`config.mk`:
```
export PLATFORM = sky130hd
export DESIGN_NAME = discovery_packet_filter
export DESIGN_NICKNAME = d
export VERILOG_FILES = /design/src/frame_offset_counter.sv /design/src/discovery_packet_filter.sv
export SDC_FILE = /design/constraint.sdc
export NUM_CORES = 1
export LEC_CHECK = 0
export BUFFER_PORTS_ARGS = -buffer_cell sky130_fd_sc_hd__clkbuf_2
export CAP_MARGIN = 20
export CORE_UTILIZATION = 30
export CTS_CLUSTER_DIAMETER = 200
export DETAILED_ROUTE_END_ITERATION = 6
export GPL_ROUTABILITY_DRIVEN = 0
export PLACE_DENSITY = 0.59
export SYNTH_ARGS = -nofsm -noshare
export SYNTH_HDL_FRONTEND = slang
export SYNTH_SLANG_ARGS = --single-unit
```
`constraint.sdc`:
```
create_clock -name clk -period 4.7 [get_ports clk]
set_clock_uncertainty 0.15 [all_clocks]
set_input_delay 0 -clock clk [delete_from_list [all_inputs] [get_ports clk]]
set_output_delay 0 -clock clk [all_outputs]
set_load 0.005 [all_outputs]
```
`src/frame_offset_counter.sv`:
```
// classifier constants and the byte offset counter used by the filter
`timescale 1ns/10ps
`default_nettype none

package discovery_filter_pkg;
    // byte offsets within a received frame
    localparam logic [10:0] OFF_DST_MAC = 11'h000;
    localparam logic [10:0] OFF_ETYPE = 11'h00C;
    localparam logic [10:0] OFF_IP_HDR = 11'h00E;
    localparam logic [10:0] OFF_IP6_NEXT = 11'h014;
    localparam logic [10:0] OFF_IP4_PROTO = 11'h017;
    localparam logic [10:0] OFF_IP4_DST = 11'h01E;
    localparam logic [10:0] OFF_UDP6_DPORT = 11'h038;
    localparam logic [10:0] UDP_DPORT_SKIP = 11'h002;
    localparam logic [10:0] OFF_MAX = 11'h7FF;
    localparam logic [10:0] OFF_ONE = 11'h001;
    // field lengths in bytes
    localparam logic [3:0] LEN_MAC = 4'h6;
    localparam logic [3:0] LEN_PREFIX = 4'h5;
    localparam logic [3:0] LEN_ETYPE = 4'h2;
    localparam logic [3:0] LEN_IP4 = 4'h4;
    localparam logic [3:0] LEN_PORT = 4'h2;
    localparam logic [3:0] LEN_ONE = 4'h1;
    // enable bit positions in the filter setting
    localparam int EN_LLDP = 6;
    localparam int EN_MDNS4 = 7;
    localparam int EN_MDNS6 = 8;
    localparam int SETTING_W = 9;
    // match values
    localparam logic [63:0] LLDP_PREFIX = 64'h0000_0001_80C2_0000;
    localparam logic [7:0] LLDP_LAST_A = 8'h00;
    localparam logic [7:0] LLDP_LAST_B = 8'h03;
    localparam logic [7:0] LLDP_LAST_C = 8'h0E;
    localparam logic [63:0] ETYPE_LLDP = 64'h0000_0000_0000_88CC;
    localparam logic [63:0] MAC_MDNS4 = 64'h0000_0100_5E00_00FB;
    localparam logic [63:0] ETYPE_IPV4 = 64'h0000_0000_0000_0800;
    localparam logic [63:0] IP4_MDNS = 64'h0000_0000_E000_00FB;
    localparam logic [63:0] MAC_MDNS6 = 64'h0000_3333_0000_00FB;
    localparam logic [63:0] ETYPE_IPV6 = 64'h0000_0000_0000_86DD;
    localparam logic [63:0] PROTO_UDP = 64'h0000_0000_0000_0011;
    localparam logic [63:0] PORT_MDNS = 64'h0000_0000_0000_14E9;
    localparam logic [3:0] IHL_MIN = 4'h5;

    typedef enum logic [1:0] {
        st_idle = 2'h1,
        st_frame = 2'h2
    } frame_state_t;
endpackage

module frame_offset_counter (
    // clock and reset
    input wire logic clk,
    input wire logic nrst,
    // receive strobes
    input wire logic byte_valid,
    input wire logic byte_sof,
    // offset of the byte now on the stream
    output logic [10:0] cur_offset
);
    logic [10:0] count;
    logic [10:0] next_count;

    // saturates so very long frames do not wrap into the header fields
    always_comb begin
        cur_offset = byte_sof ? discovery_filter_pkg::OFF_DST_MAC : count;
        next_count = count;
        if (byte_valid && cur_offset != discovery_filter_pkg::OFF_MAX) begin
            next_count = cur_offset + discovery_filter_pkg::OFF_ONE;
        end
    end

    always_ff @(posedge clk or negedge nrst) begin
        if (!nrst) begin
            count <= discovery_filter_pkg::OFF_DST_MAC;
        end else begin
            count <= next_count;
        end
    end
endmodule

`default_nettype wire

```
`src/discovery_packet_filter.sv`:
```
// discovery frame and multicast dns classifier on the receive path
`timescale 1ns/10ps
`default_nettype none

////////////////////////////////////////////////////////////////////////////////
// Functional notes
// RULE1 - each type enable set forwards matching frames; clear filters them out
// RULE2 - bit 6 of the filter setting enables link-layer discovery frames
// RULE3 - discovery destination MAC is 01:80:C2:00:00 plus 00, 03 or 0E
// RULE4 - discovery frames also need Ethertype 0x88CC
// RULE5 - discovery enable support is optional, chosen by a parameter
// RULE6 - discovery copies are only observed; the port stream is untouched
// RULE7 - controller should prefer a multicast address filter for single addresses
// RULE8 - mdns over ipv4 needs all field conditions together
// RULE9 - mdns ipv4 destination MAC is 01:00:5E:00:00:FB
// RULE10 - mdns ipv4 Ethertype is 0x0800
// RULE11 - mdns ipv4 destination address is 224.0.0.251
// RULE12 - mdns ipv4 protocol number is 17, UDP
// RULE13 - mdns ipv4 UDP destination port is 5353
// RULE14 - bit 8 enables mdns over ipv6 with the same encoding
// RULE15 - bit 7 enables mdns over ipv4
// RULE16 - mdns ipv6 needs group MAC, Ethertype 0x86DD, UDP and port 5353
module discovery_packet_filter #(
    parameter bit LLDP_SUPPORTED = 1'b1
) (
    // clock and reset
    input wire logic clk,
    input wire logic nrst,
    // received frame from the network port
    input wire logic rx_valid,
    input wire logic [7:0] rx_data,
    input wire logic rx_sof,
    input wire logic rx_eof,
    // filter setting from the command logic
    input wire logic [8:0] filter_setting,
    // unchanged copy toward the port's own processing
    output logic port_valid,
    output logic [7:0] port_data,
    output logic port_sof,
    output logic port_eof,
    // per-frame verdict toward the management_controller path
    output logic verdict_valid,
    output logic verdict_forward,
    output logic match_lldp,
    output logic match_mdns4,
    output logic match_mdns6
);
    ////////////////////////////////////////////////////////////////////////////
    function automatic logic in_field(input logic [10:0] off, input logic [10:0] base, input logic [3:0] len);
        return (off >= base) && (off < base + {7'h00, len});
    endfunction

    // byte idx of a big-endian field len bytes long held in the low bits of value
    function automatic logic [7:0] field_byte(input logic [63:0] value, input logic [3:0] len,
                                              input logic [10:0] off, input logic [10:0] base);
        logic [3:0] idx;
        logic [6:0] sh;
        idx = 4'(off - base);
        sh = {len - discovery_filter_pkg::LEN_ONE - idx, 3'h0};
        return 8'(value >> sh);
    endfunction

    function automatic logic field_ok(input logic [7:0] data, input logic [63:0] value, input logic [3:0] len,
                                      input logic [10:0] off, input logic [10:0] base);
        return !in_field(off, base, len) || (data == field_byte(value, len, off, base));
    endfunction

    ////////////////////////////////////////////////////////////////////////////
    logic [10:0] off;
    discovery_filter_pkg::frame_state_t state, next_state;
    logic lldp_ok, v4_ok, v6_ok, next_lldp_ok, next_v4_ok, next_v6_ok;
    logic lldp_done, v4_done, v6_done, next_lldp_done, next_v4_done, next_v6_done;
    logic [3:0] ihl, next_ihl;
    logic [10:0] udp4_base;
    logic take;
    logic next_verdict_valid, next_verdict_forward;
    logic next_match_lldp, next_match_mdns4, next_match_mdns6;
    logic lldp_en;

    frame_offset_counter u_offset (
        .clk(clk),
        .nrst(nrst),
        .byte_valid(rx_valid),
        .byte_sof(rx_sof),
        .cur_offset(off)
    );

    // udp header starts after a variable length ipv4 header
    assign udp4_base = discovery_filter_pkg::OFF_IP_HDR + {5'h00, ihl, 2'h0} + discovery_filter_pkg::UDP_DPORT_SKIP;
    assign take = rx_valid && (rx_sof || state == discovery_filter_pkg::st_frame);
    assign lldp_en = LLDP_SUPPORTED && filter_setting[discovery_filter_pkg::EN_LLDP]; // RULE2 RULE5

    always_comb begin
        next_state = state;
        next_lldp_ok = lldp_ok;
        next_v4_ok = v4_ok;
        next_v6_ok = v6_ok;
        next_lldp_done = lldp_done;
        next_v4_done = v4_done;
        next_v6_done = v6_done;
        next_ihl = ihl;
        next_verdict_valid = 1'b0;
        next_verdict_forward = verdict_forward;
        next_match_lldp = match_lldp;
        next_match_mdns4 = match_mdns4;
        next_match_mdns6 = match_mdns6;
        if (take) begin
            if (rx_sof) begin
                next_lldp_ok = 1'b1;
                next_v4_ok = 1'b1;
                next_v6_ok = 1'b1;
                next_lldp_done = 1'b0;
                next_v4_done = 1'b0;
                next_v6_done = 1'b0;
                next_ihl = discovery_filter_pkg::IHL_MIN;
            end
            // discovery group address and ethertype
            next_lldp_ok = next_lldp_ok
                && field_ok(rx_data, discovery_filter_pkg::LLDP_PREFIX, discovery_filter_pkg::LEN_PREFIX,
                            off, discovery_filter_pkg::OFF_DST_MAC) // RULE3
                && field_ok(rx_data, discovery_filter_pkg::ETYPE_LLDP, discovery_filter_pkg::LEN_ETYPE,
                            off, discovery_filter_pkg::OFF_ETYPE); // RULE4
            if (off == discovery_filter_pkg::OFF_DST_MAC + 11'(discovery_filter_pkg::LEN_PREFIX)
                && rx_data != discovery_filter_pkg::LLDP_LAST_A && rx_data != discovery_filter_pkg::LLDP_LAST_B
                && rx_data != discovery_filter_pkg::LLDP_LAST_C) begin
                next_lldp_ok = 1'b0; // RULE3
            end
            // every ipv4 condition must hold; any miss clears the flag for the frame
            next_v4_ok = next_v4_ok
                && field_ok(rx_data, discovery_filter_pkg::MAC_MDNS4, discovery_filter_pkg::LEN_MAC,
                            off, discovery_filter_pkg::OFF_DST_MAC) // RULE9
                && field_ok(rx_data, discovery_filter_pkg::ETYPE_IPV4, discovery_filter_pkg::LEN_ETYPE,
                            off, discovery_filter_pkg::OFF_ETYPE) // RULE10
                && field_ok(rx_data, discovery_filter_pkg::PROTO_UDP, discovery_filter_pkg::LEN_ONE,
                            off, discovery_filter_pkg::OFF_IP4_PROTO) // RULE12
                && field_ok(rx_data, discovery_filter_pkg::IP4_MDNS, discovery_filter_pkg::LEN_IP4,
                            off, discovery_filter_pkg::OFF_IP4_DST) // RULE11
                && field_ok(rx_data, discovery_filter_pkg::PORT_MDNS, discovery_filter_pkg::LEN_PORT,
                            off, udp4_base); // RULE13 RULE8
            if (off == discovery_filter_pkg::OFF_IP_HDR) begin
                next_ihl = rx_data[3:0];
                if (rx_data[3:0] < discovery_filter_pkg::IHL_MIN) begin
                    next_v4_ok = 1'b0;
                end
            end
            next_v6_ok = next_v6_ok
                && field_ok(rx_data, discovery_filter_pkg::MAC_MDNS6, discovery_filter_pkg::LEN_MAC,
                            off, discovery_filter_pkg::OFF_DST_MAC)
                && field_ok(rx_data, discovery_filter_pkg::ETYPE_IPV6, discovery_filter_pkg::LEN_ETYPE,
                            off, discovery_filter_pkg::OFF_ETYPE)
                && field_ok(rx_data, discovery_filter_pkg::PROTO_UDP, discovery_filter_pkg::LEN_ONE,
                            off, discovery_filter_pkg::OFF_IP6_NEXT)
                && field_ok(rx_data, discovery_filter_pkg::PORT_MDNS, discovery_filter_pkg::LEN_PORT,
                            off, discovery_filter_pkg::OFF_UDP6_DPORT); // RULE16
            // a frame that ends before its last checked byte never matches
            if (off == discovery_filter_pkg::OFF_ETYPE + discovery_filter_pkg::OFF_ONE) begin
                next_lldp_done = 1'b1;
            end
            if (off == udp4_base + discovery_filter_pkg::OFF_ONE && off > discovery_filter_pkg::OFF_IP4_DST) begin
                next_v4_done = 1'b1; // RULE8
            end
            if (off == discovery_filter_pkg::OFF_UDP6_DPORT + discovery_filter_pkg::OFF_ONE) begin
                next_v6_done = 1'b1;
            end
            next_state = discovery_filter_pkg::st_frame;
            if (rx_eof) begin
                next_state = discovery_filter_pkg::st_idle;
                next_verdict_valid = 1'b1;
                next_match_lldp = next_lldp_ok && next_lldp_done;
                next_match_mdns4 = next_v4_ok && next_v4_done;
                next_match_mdns6 = next_v6_ok && next_v6_done;
                next_verdict_forward = (next_match_lldp && lldp_en) // RULE1 RULE6
                    || (next_match_mdns4 && filter_setting[discovery_filter_pkg::EN_MDNS4]) // RULE15
                    || (next_match_mdns6 && filter_setting[discovery_filter_pkg::EN_MDNS6]); // RULE14
            end
        end
    end

    always_ff @(posedge clk or negedge nrst) begin
        if (!nrst) begin
            state <= discovery_filter_pkg::st_idle;
            lldp_ok <= 1'b0;
            v4_ok <= 1'b0;
            v6_ok <= 1'b0;
            lldp_done <= 1'b0;
            v4_done <= 1'b0;
            v6_done <= 1'b0;
            ihl <= discovery_filter_pkg::IHL_MIN;
            verdict_valid <= 1'b0;
            verdict_forward <= 1'b0;
            match_lldp <= 1'b0;
            match_mdns4 <= 1'b0;
            match_mdns6 <= 1'b0;
        end else begin
            case (next_state)
                discovery_filter_pkg::st_idle: state <= discovery_filter_pkg::st_idle;
                discovery_filter_pkg::st_frame: state <= discovery_filter_pkg::st_frame;
                default: state <= discovery_filter_pkg::st_idle;
            endcase
            lldp_ok <= next_lldp_ok;
            v4_ok <= next_v4_ok;
            v6_ok <= next_v6_ok;
            lldp_done <= next_lldp_done;
            v4_done <= next_v4_done;
            v6_done <= next_v6_done;
            ihl <= next_ihl;
            verdict_valid <= next_verdict_valid;
            verdict_forward <= next_verdict_forward;
            match_lldp <= next_match_lldp;
            match_mdns4 <= next_match_mdns4;
            match_mdns6 <= next_match_mdns6;
        end
    end

    ////////////////////////////////////////////////////////////////////////////
    // port path sees every frame one cycle later, whatever the verdict
    always_ff @(posedge clk or negedge nrst) begin
        if (!nrst) begin
            port_valid <= 1'b0;
            port_data <= 8'h00;
            port_sof <= 1'b0;
            port_eof <= 1'b0;
        end else begin
            port_valid <= rx_valid; // RULE6
            port_data <= rx_data;
            port_sof <= rx_sof;
            port_eof <= rx_eof;
        end
    end
endmodule

`default_nettype wire

```
==> Yosys cells after proc, flatten, opt, wreduce, memory -nomap -nowiden <==
Cells that the tools add are included.
{ "totals": {"reg_bits": 39, "latch_bits": 0, "mem_bits_rw": 0, "romBits": 0, "inputBits": 22, "out_inout_bits": 16, "elab_cells": 171, "mem_count": 0} }
{ "op_classes": {"n_addsub": 19, "multipliers": 0, "div_mod_pow": 0, "n_lt_le_gt_ge": 17, "eq_ne": 21, "shifts": 11, "muxes": 28, "n_bitwise": 0, "n_reduce_logical": 57} }
{ "ops": {"columns": ["op", "count"], "rows": [
  ["$eq 8x8->1", 11],
  ["$shr 46x7->8 const A", 1],
  ["$shr 41x7->8 const A", 1],
  ["$ge 11x5->1 const B", 3],
  ["$shr 33x7->8 const A", 1],
  ["$shr 16x7->8 const A", 2],
  ["$shr 32x7->8 const A", 1],
  ["$logic_and 1x1->1", 31],
  ["$shr 13x7->8 const A", 2],
  ["$eq 11x4->1 const B", 2],
  ["$lt 11x3->1 const B", 2],
  ["$lt 11x5->1 const B", 2],
  ["$lt 11x6->1 const B", 2],
  ["$mux 1", 22],
  ["$sub 1x4->4 const A", 5],
  ["$shr 5x7->8 const A", 2],
  ["$logic_or 1x1->1", 14],
  ["$shr 12x7->8 const A", 1],
  ["$sub 4x4->4 const B", 3],
  ["$add 11x1->11 const B", 1],
  ["$eq 11x3->1 const B", 1],
  ["$eq 11x6->1 const B", 1],
  ["$eq 11x9->1", 1],
  ["$ge 11x1->1 const B", 1],
  ["26 further kinds", 40]
]} }

==> Depth between registers and ports, before layout <==
{ "logic_depth": {"ltp_word": 17, "depth_mapped": 15, "depth_no_buf": 11} }

==> Cells and area by module <==
A second synthesis with hierarchy kept.
{ "unflattened": {"hier_cells": 363, "area_unflattened_um2": 3032.9} }
{ "modules_own_cells": {"columns": ["mod", "instances", "cells_each", "area_each_um2", "seq_area_each_um2"], "rows": [
  ["discovery_packet_filter", 1, 284, 2337.2, 704.4],
  ["frame_offset_counter", 1, 79, 695.7, 275.3]
]} }

==> Least setup slack after synthesis <==
OpenSTA, ideal clock, no wires.
{ "synth_path": {"path_kind": "register to register", "startpoint": "reg u_offset.count[1]", "endpoint": "reg verdict_forward", "arrival_ps": 3000, "path_slack_ps": 1424, "stages_incl_launch_ff": 14, "n_path_buf": 3, "path_cell_list": "dfrtp_1 -> buf_2 -> buf_2 -> buf_2 -> nor2b_1 -> inv_1 -> ha_1 -> xor3_1 -> nor2_1 -> a21oi_1 -> a41o_1 -> a221o_1 -> nor4bb_1 -> o32a_1"} }
{ "synth_between": {"elab_chain_len": 17, "elab_cells_between_ends": 119, "cone_classes": "add/sub (14); order compare (16); eq/ne (16); shift (11); mux (12); reduce/logical (50)"} }
{ "synth_rtl": {"columns": ["element", "line_no", "text"], "rows": [
  ["start, declared", "frame_offset_counter.sv:60", "logic [10:0] count;"],
  ["start signal, assigned", "frame_offset_counter.sv:74", "count <= discovery_filter_pkg::OFF_DST_MAC;"],
  ["start signal, assigned", "frame_offset_counter.sv:76", "count <= next_count;"],
  ["$mux 11 *", "frame_offset_counter.sv:65", "cur_offset = byte_sof ? discovery_filter_pkg::OFF_DST_MAC : count;"],
  ["$sub 4x4->4 (tied with other cells)", "discovery_packet_filter.sv:58", "idx = 4'(off - base);"],
  ["$sub 1x4->4 (tied with other cells)", "discovery_packet_filter.sv:59", "sh = {len - discovery_filter_pkg::LEN_ONE - idx, 3'h0};"],
  ["$shr 12x7->8 (tied with other cells)", "discovery_packet_filter.sv:60", "return 8'(value >> sh);"],
  ["$eq 8x8->1 or $logic_or 1x1->1 (tied branches)", "discovery_packet_filter.sv:65", "return !in_field(off, base, len) || (data == field_byte(value, len, off, base));"],
  ["$logic_or 1x1->1 or $logic_and 1x1->1 (tied branches)", "discovery_packet_filter.sv:65, discovery_packet_filter.sv:130", null],
  ["$logic_and 1x1->1", "discovery_packet_filter.sv:132", "&& field_ok(rx_data, discovery_filter_pkg::ETYPE_IPV4, discovery_filter_pkg::LEN_ETYPE,"],
  ["$logic_and 1x1->1", "discovery_packet_filter.sv:134", "&& field_ok(rx_data, discovery_filter_pkg::PROTO_UDP, discovery_filter_pkg::LEN_ONE,"],
  ["$logic_and 1x1->1", "discovery_packet_filter.sv:136", "&& field_ok(rx_data, discovery_filter_pkg::IP4_MDNS, discovery_filter_pkg::LEN_IP4,"],
  ["$logic_and 1x1->1", "discovery_packet_filter.sv:138", "&& field_ok(rx_data, discovery_filter_pkg::PORT_MDNS, discovery_filter_pkg::LEN_PORT,"],
  ["$mux 1", "discovery_packet_filter.sv:142", "if (rx_data[3:0] < discovery_filter_pkg::IHL_MIN) begin"],
  ["$mux 1", "discovery_packet_filter.sv:140", "if (off == discovery_filter_pkg::OFF_IP_HDR) begin"],
  ["$mux 1", "discovery_packet_filter.sv:107", "if (take) begin"],
  ["$logic_and 1x1->1", "discovery_packet_filter.sv:170", "next_match_mdns4 = next_v4_ok && next_v4_done;"],
  ["$logic_and 1x1->1", "discovery_packet_filter.sv:173", "|| (next_match_mdns4 && filter_setting[discovery_filter_pkg::EN_MDNS4])"],
  ["$logic_or 1x1->1", "discovery_packet_filter.sv:173", null],
  ["$logic_or 1x1->1 *", "discovery_packet_filter.sv:174", "|| (next_match_mdns6 && filter_setting[discovery_filter_pkg::EN_MDNS6]);"],
  ["end signal, assigned", "discovery_packet_filter.sv:208", "verdict_forward <= next_verdict_forward;"],
  ["end, declared", "discovery_packet_filter.sv:43", "output logic verdict_forward,"]
]} }
Mark *: on every way between the ends. The rest lies on a longest branch, timed or not. The select of a mux whose other input is x is not followed.
A chain may end at the register's enable or synchronous reset.

==> Worst setup path in the final report <==
{ "layout_path": {"startpoint": "reg u_offset.count[2]", "endpoint": "reg verdict_forward"} }
Same word-level chain as after synthesis.

==> flow_summary_export.csv <==
group,metric,value,unit
floorplan,rows,35,
timing,post-route-period-util,0.751,
cts,cts.sinks,39,
setup_path,rrSetupSlack,1170,ps
timing,fin_ws,1170,ps
setup_path,critPathLaunchType,"register",
route,wl,8.30,mm
timing,period_needed,3530,ps
place,preCtsSetupSlack,1220,ps
timing,tns,0,ps
global_route,grt_usage,0.171,
route,drc,0,
cts,clkTransAtPathRegs,80,ps
logic_synthesis,synth_edf_count,0,
logic_synthesis,synthAdderAreaFrac,0.0384,
cts,cts_tree,"done",
logic_synthesis,synth_nets,386,
place,port_buffers,31,
power_and_ir_drop,cellPowerDensity,302,mW/mm^2
route,first_pass_iters,5,
timing,slew_headroom,0.455,
logic_synthesis,synth_top_family_by_area,"simple AND/OR/NAND/NOR gates",
setup_path,cp_slowest_cell,"xor3_1",
setup_path,cp_top_family,"compound AO/OA/AOI/OAI gates",
route,wl_per_cell,16.2,um
timing,tightest_slew,817,ps
route,dr_total_vias,2889,
setup_path,timing.critical_path.to,"verdict_forward",
logic_synthesis,synthTopCellsByCount,"dfrtp_1 (36), nand2_1 (35), nor2_1 (27), o21ai_0 (24), inv_1 (19)",
layout,multi_input_area,0.00174,mm^2
logic_synthesis,netlist_instances,355,
logic_synthesis,yosysMostFrequentCell,"dfrtp_1",
setup_path,critPathMaxStageDelay,400,ps
cts,clk_path_buf_depth,2,
setup_path,crit_start,"u_offset.count[2]",
logic_synthesis,synth.distinct_cells,67,
timing,fmax,283,MHz
logic_synthesis,synthesis.area,0.00293,mm^2
floorplan,die_x,101,um
setup_path,r2r-end,"verdict_forward",
setup_path,r2r_start,"u_offset.count[2]",
global_route,grt_max_degree,40,
logic_synthesis,synth_compound_area_frac,0.207,
setup_path,cp.depth,12,
floorplan,initial_core_util,0.313,
floorplan,io_pins,38,
cts,root_buffer,"clkbuf_8",
layout,fillers,1016,
layout,insertedDiodeCount,0,
timing,rsz0062_at_grt,"false",
setup_path,setup.worst_path.class,"register to register",
job,drv_cap,0,
setup_path,worstPathRequired,4740,ps
floorplan,core,0.00937,mm^2
power_and_ir_drop,total_power,1.03,mW
cts,hold_buffers,13,
cts,numCtsBuffers,5,
logic_synthesis,synthTopCellsByArea,"dfrtp_1 (31%), nand2_1 (4.5%), o21ai_0 (4.1%)",
logic_synthesis,synth_warnings,0,
place,post-dp-hpwl,5.66,mm
layout,drive_above_1_share,0.157,
global_route,grt_pass1_wl,13.5,mm
global_route,antenna_found_initial,0,
setup_path,worstSetupEndpointType,"register",
setup_path,worst_ep_arrival_time,3570,ps
setup_path,cp_num_buf_inv,2,
setup_path,reg2reg_depth,12,
layout,seqCellArea,980,um^2
timing,setup_viol,0,
logic_synthesis,seq_area_frac_synth,0.334,
floorplan,die_h,101,um
cts,clk_latency,300,ps
outcome,status,"finished, final reports clean",
logic_synthesis,synth.avg_cell_area,8.26,um^2
route,postRouteAntennaNets,0,
logic_synthesis,synth_seq_cells,39,
global_route,gr-total-overflow,0,
hold_path,hold_path.class,"input pin to register",
logic_synthesis,ys.flop_type,"dfrtp_1",
setup_path,cp_common_cell,"ha_1",
power_and_ir_drop,p_leak,1.45,nW
timing,drv_slew,0,
logic_synthesis,synthDominantCellAreaShare,0.307,
logic_synthesis,yosys.area_share.xor_xnor,0.0260,
cts,htree_num_levels,2,
cts,cts-resized-gates,0,
layout,area_growth,16.6,%
cts,cts_setup_buffers,0,
route,viasPerCell,5.65,
route,drt_iter0_drc,401,
logic_synthesis,muxShareOfSynthArea,0.0239,
power_and_ir_drop,peakVddDrop,0.143,mV
logic_synthesis,ys_async_sr_fraction,1.00,
setup_path,worst-path-max-fanout,16,
timing,hold_violations,0,
floorplan,die_area,0.0102,mm^2
layout,final_nets,412,
logic_synthesis,synth-simple-area-share,0.297,
setup_path,path_cells,"buf_4 -> nor2b_1 -> inv_1 -> ha_1 -> ha_1 -> xor3_1 -> nor2_1 -> a21oi_1 -> a41o_1 -> a221o_1 -> nor4bb_1 -> o32a_1",
timing,fin_hold_ws,46.6,ps
logic_synthesis,synth_top_area_cell,"dfrtp_1",
global_route,grt_pass1_vias,2666,
==> flip-flops by register name (all words and copies together) (netlist names) <==
register	flops
port_data	8
port_valid	1
verdict_forward	1
v6_done	1
port_eof	1
match_lldp	1
lldp_ok	1
state	2
v4_done	1
u_offset.count	11
match_mdns6	1
match_mdns4	1
port_sof	1
v6_ok	1
v4_ok	1
lldp_done	1
ihl	4
verdict_valid	1
==> cells by family after synthesis <==
logic type      count (synthesis)
fa+ha+maj                       9
simple gates                  155
xor+xnor                        7
buf+inv                        50
flops                          39
mux                             7
compound gates                 88
==> layer usage <==
metal | global-route usage | wire, um | up-vias
met5 | 0 | 0 | -
met2 | 0.251 | 3600 | 135
met1 | 0.238 | 3820 | 1364
li1 | - | - | 1362
met3 | 0.0319 | 601 | 28
met4 | 0.0847 | 278 | 0
==> power by group <==
group / total (mW) / internal, mW / switching, mW / leakage (nW)
Sequential: 0.381 / 0.360 / 0.0208 / 0.499
Clock: 0.300 / 0.172 / 0.128 / 0.0612
Combinational: 0.350 / 0.138 / 0.212 / 0.893
Total: 1.03 / 0.671 / 0.360 / 1.45
==> worst min path at each step <==
stage | startpoint | end | slack (ps) | cells past startpoint
after floorplan | nrst | ihl[1] | -450 | 0
after global routing | filter_setting[6] | verdict_forward | 90 | 4
final | filter_setting[6] | verdict_forward | 50 | 4
after detailed placement | rx_eof | port_eof | 10 | 1
after global placement | rx_eof | port_eof | 10 | 1
after CTS | filter_setting[6] | verdict_forward | 40 | 4
==> worst reg2reg max path, delay by kind of cell, from the launching register on <==
family / cells / cell delay [ps]
flip-flops: 1 / 330
adder cells (fa/ha/maj): 2 / 540
AO/OA/AOI/OAI: 4 / 1040
XOR/XNOR: 1 / 400
buffers and inverters: 2 / 320
AND/OR/NAND/NOR: 3 / 640
==> per-stage QoR <==
step / instances / cell area [um^2] / utilization
final: 511 / 3420 / 0.365
after global routing: 511 / 3420 / 0.365
after CTS: 510 / 3390 / 0.362
after detailed placement: 489 / 3140 / 0.335
after global placement: 489 / 3140 / 0.335
after floorplan: 355 / 2930 / -
==> final cells by class <==
class / instances / share of cell area
flip-flops and latches: 39 / 0.287
clock inverters: 2 / 0.0103
repair buffers: 50 / 0.103
well taps: 129 / 0.0472
clock buffers: 6 / 0.0242
inverters: 19 / 0.0209
multi-input cells: 266 / 0.508
==> placed cells by master (no fill, tap or decap), types with 2 or more instances in the layout <==
cell type | netlist | routed
inv_1 | 19 | 19
a22o_1 | 2 | 2
a41o_1 | 4 | 4
nor2b_1 | 11 | 11
clkbuf_8 | 0 | 6
or2_2 | 3 | 3
nor3_1 | 10 | 10
a221o_1 | 5 | 5
nand2_1 | 35 | 35
nand3b_1 | 2 | 2
and3_1 | 4 | 4
o211ai_1 | 3 | 3
a21oi_1 | 15 | 15
clkbuf_2 | 0 | 31
o21ai_0 | 24 | 24
o22ai_1 | 2 | 2
nor2_1 | 27 | 27
nand2b_1 | 6 | 6
a31oi_1 | 8 | 8
dfstp_2 | 3 | 3
buf_4 | 0 | 5
or3_1 | 2 | 2
nor4_1 | 11 | 11
nor3b_1 | 2 | 2
dfrtp_1 | 36 | 36
or4_1 | 4 | 4
nand3_1 | 9 | 9
o31ai_1 | 4 | 4
nor4bb_1 | 3 | 3
mux2i_1 | 7 | 7
or4_4 | 2 | 2
ha_1 | 9 | 9
dlygate4sd3_1 | 0 | 13
xnor2_1 | 5 | 5
o41ai_1 | 2 | 2
nand4_1 | 14 | 14
No activity file was read; power rests on OpenSTA's default activity.
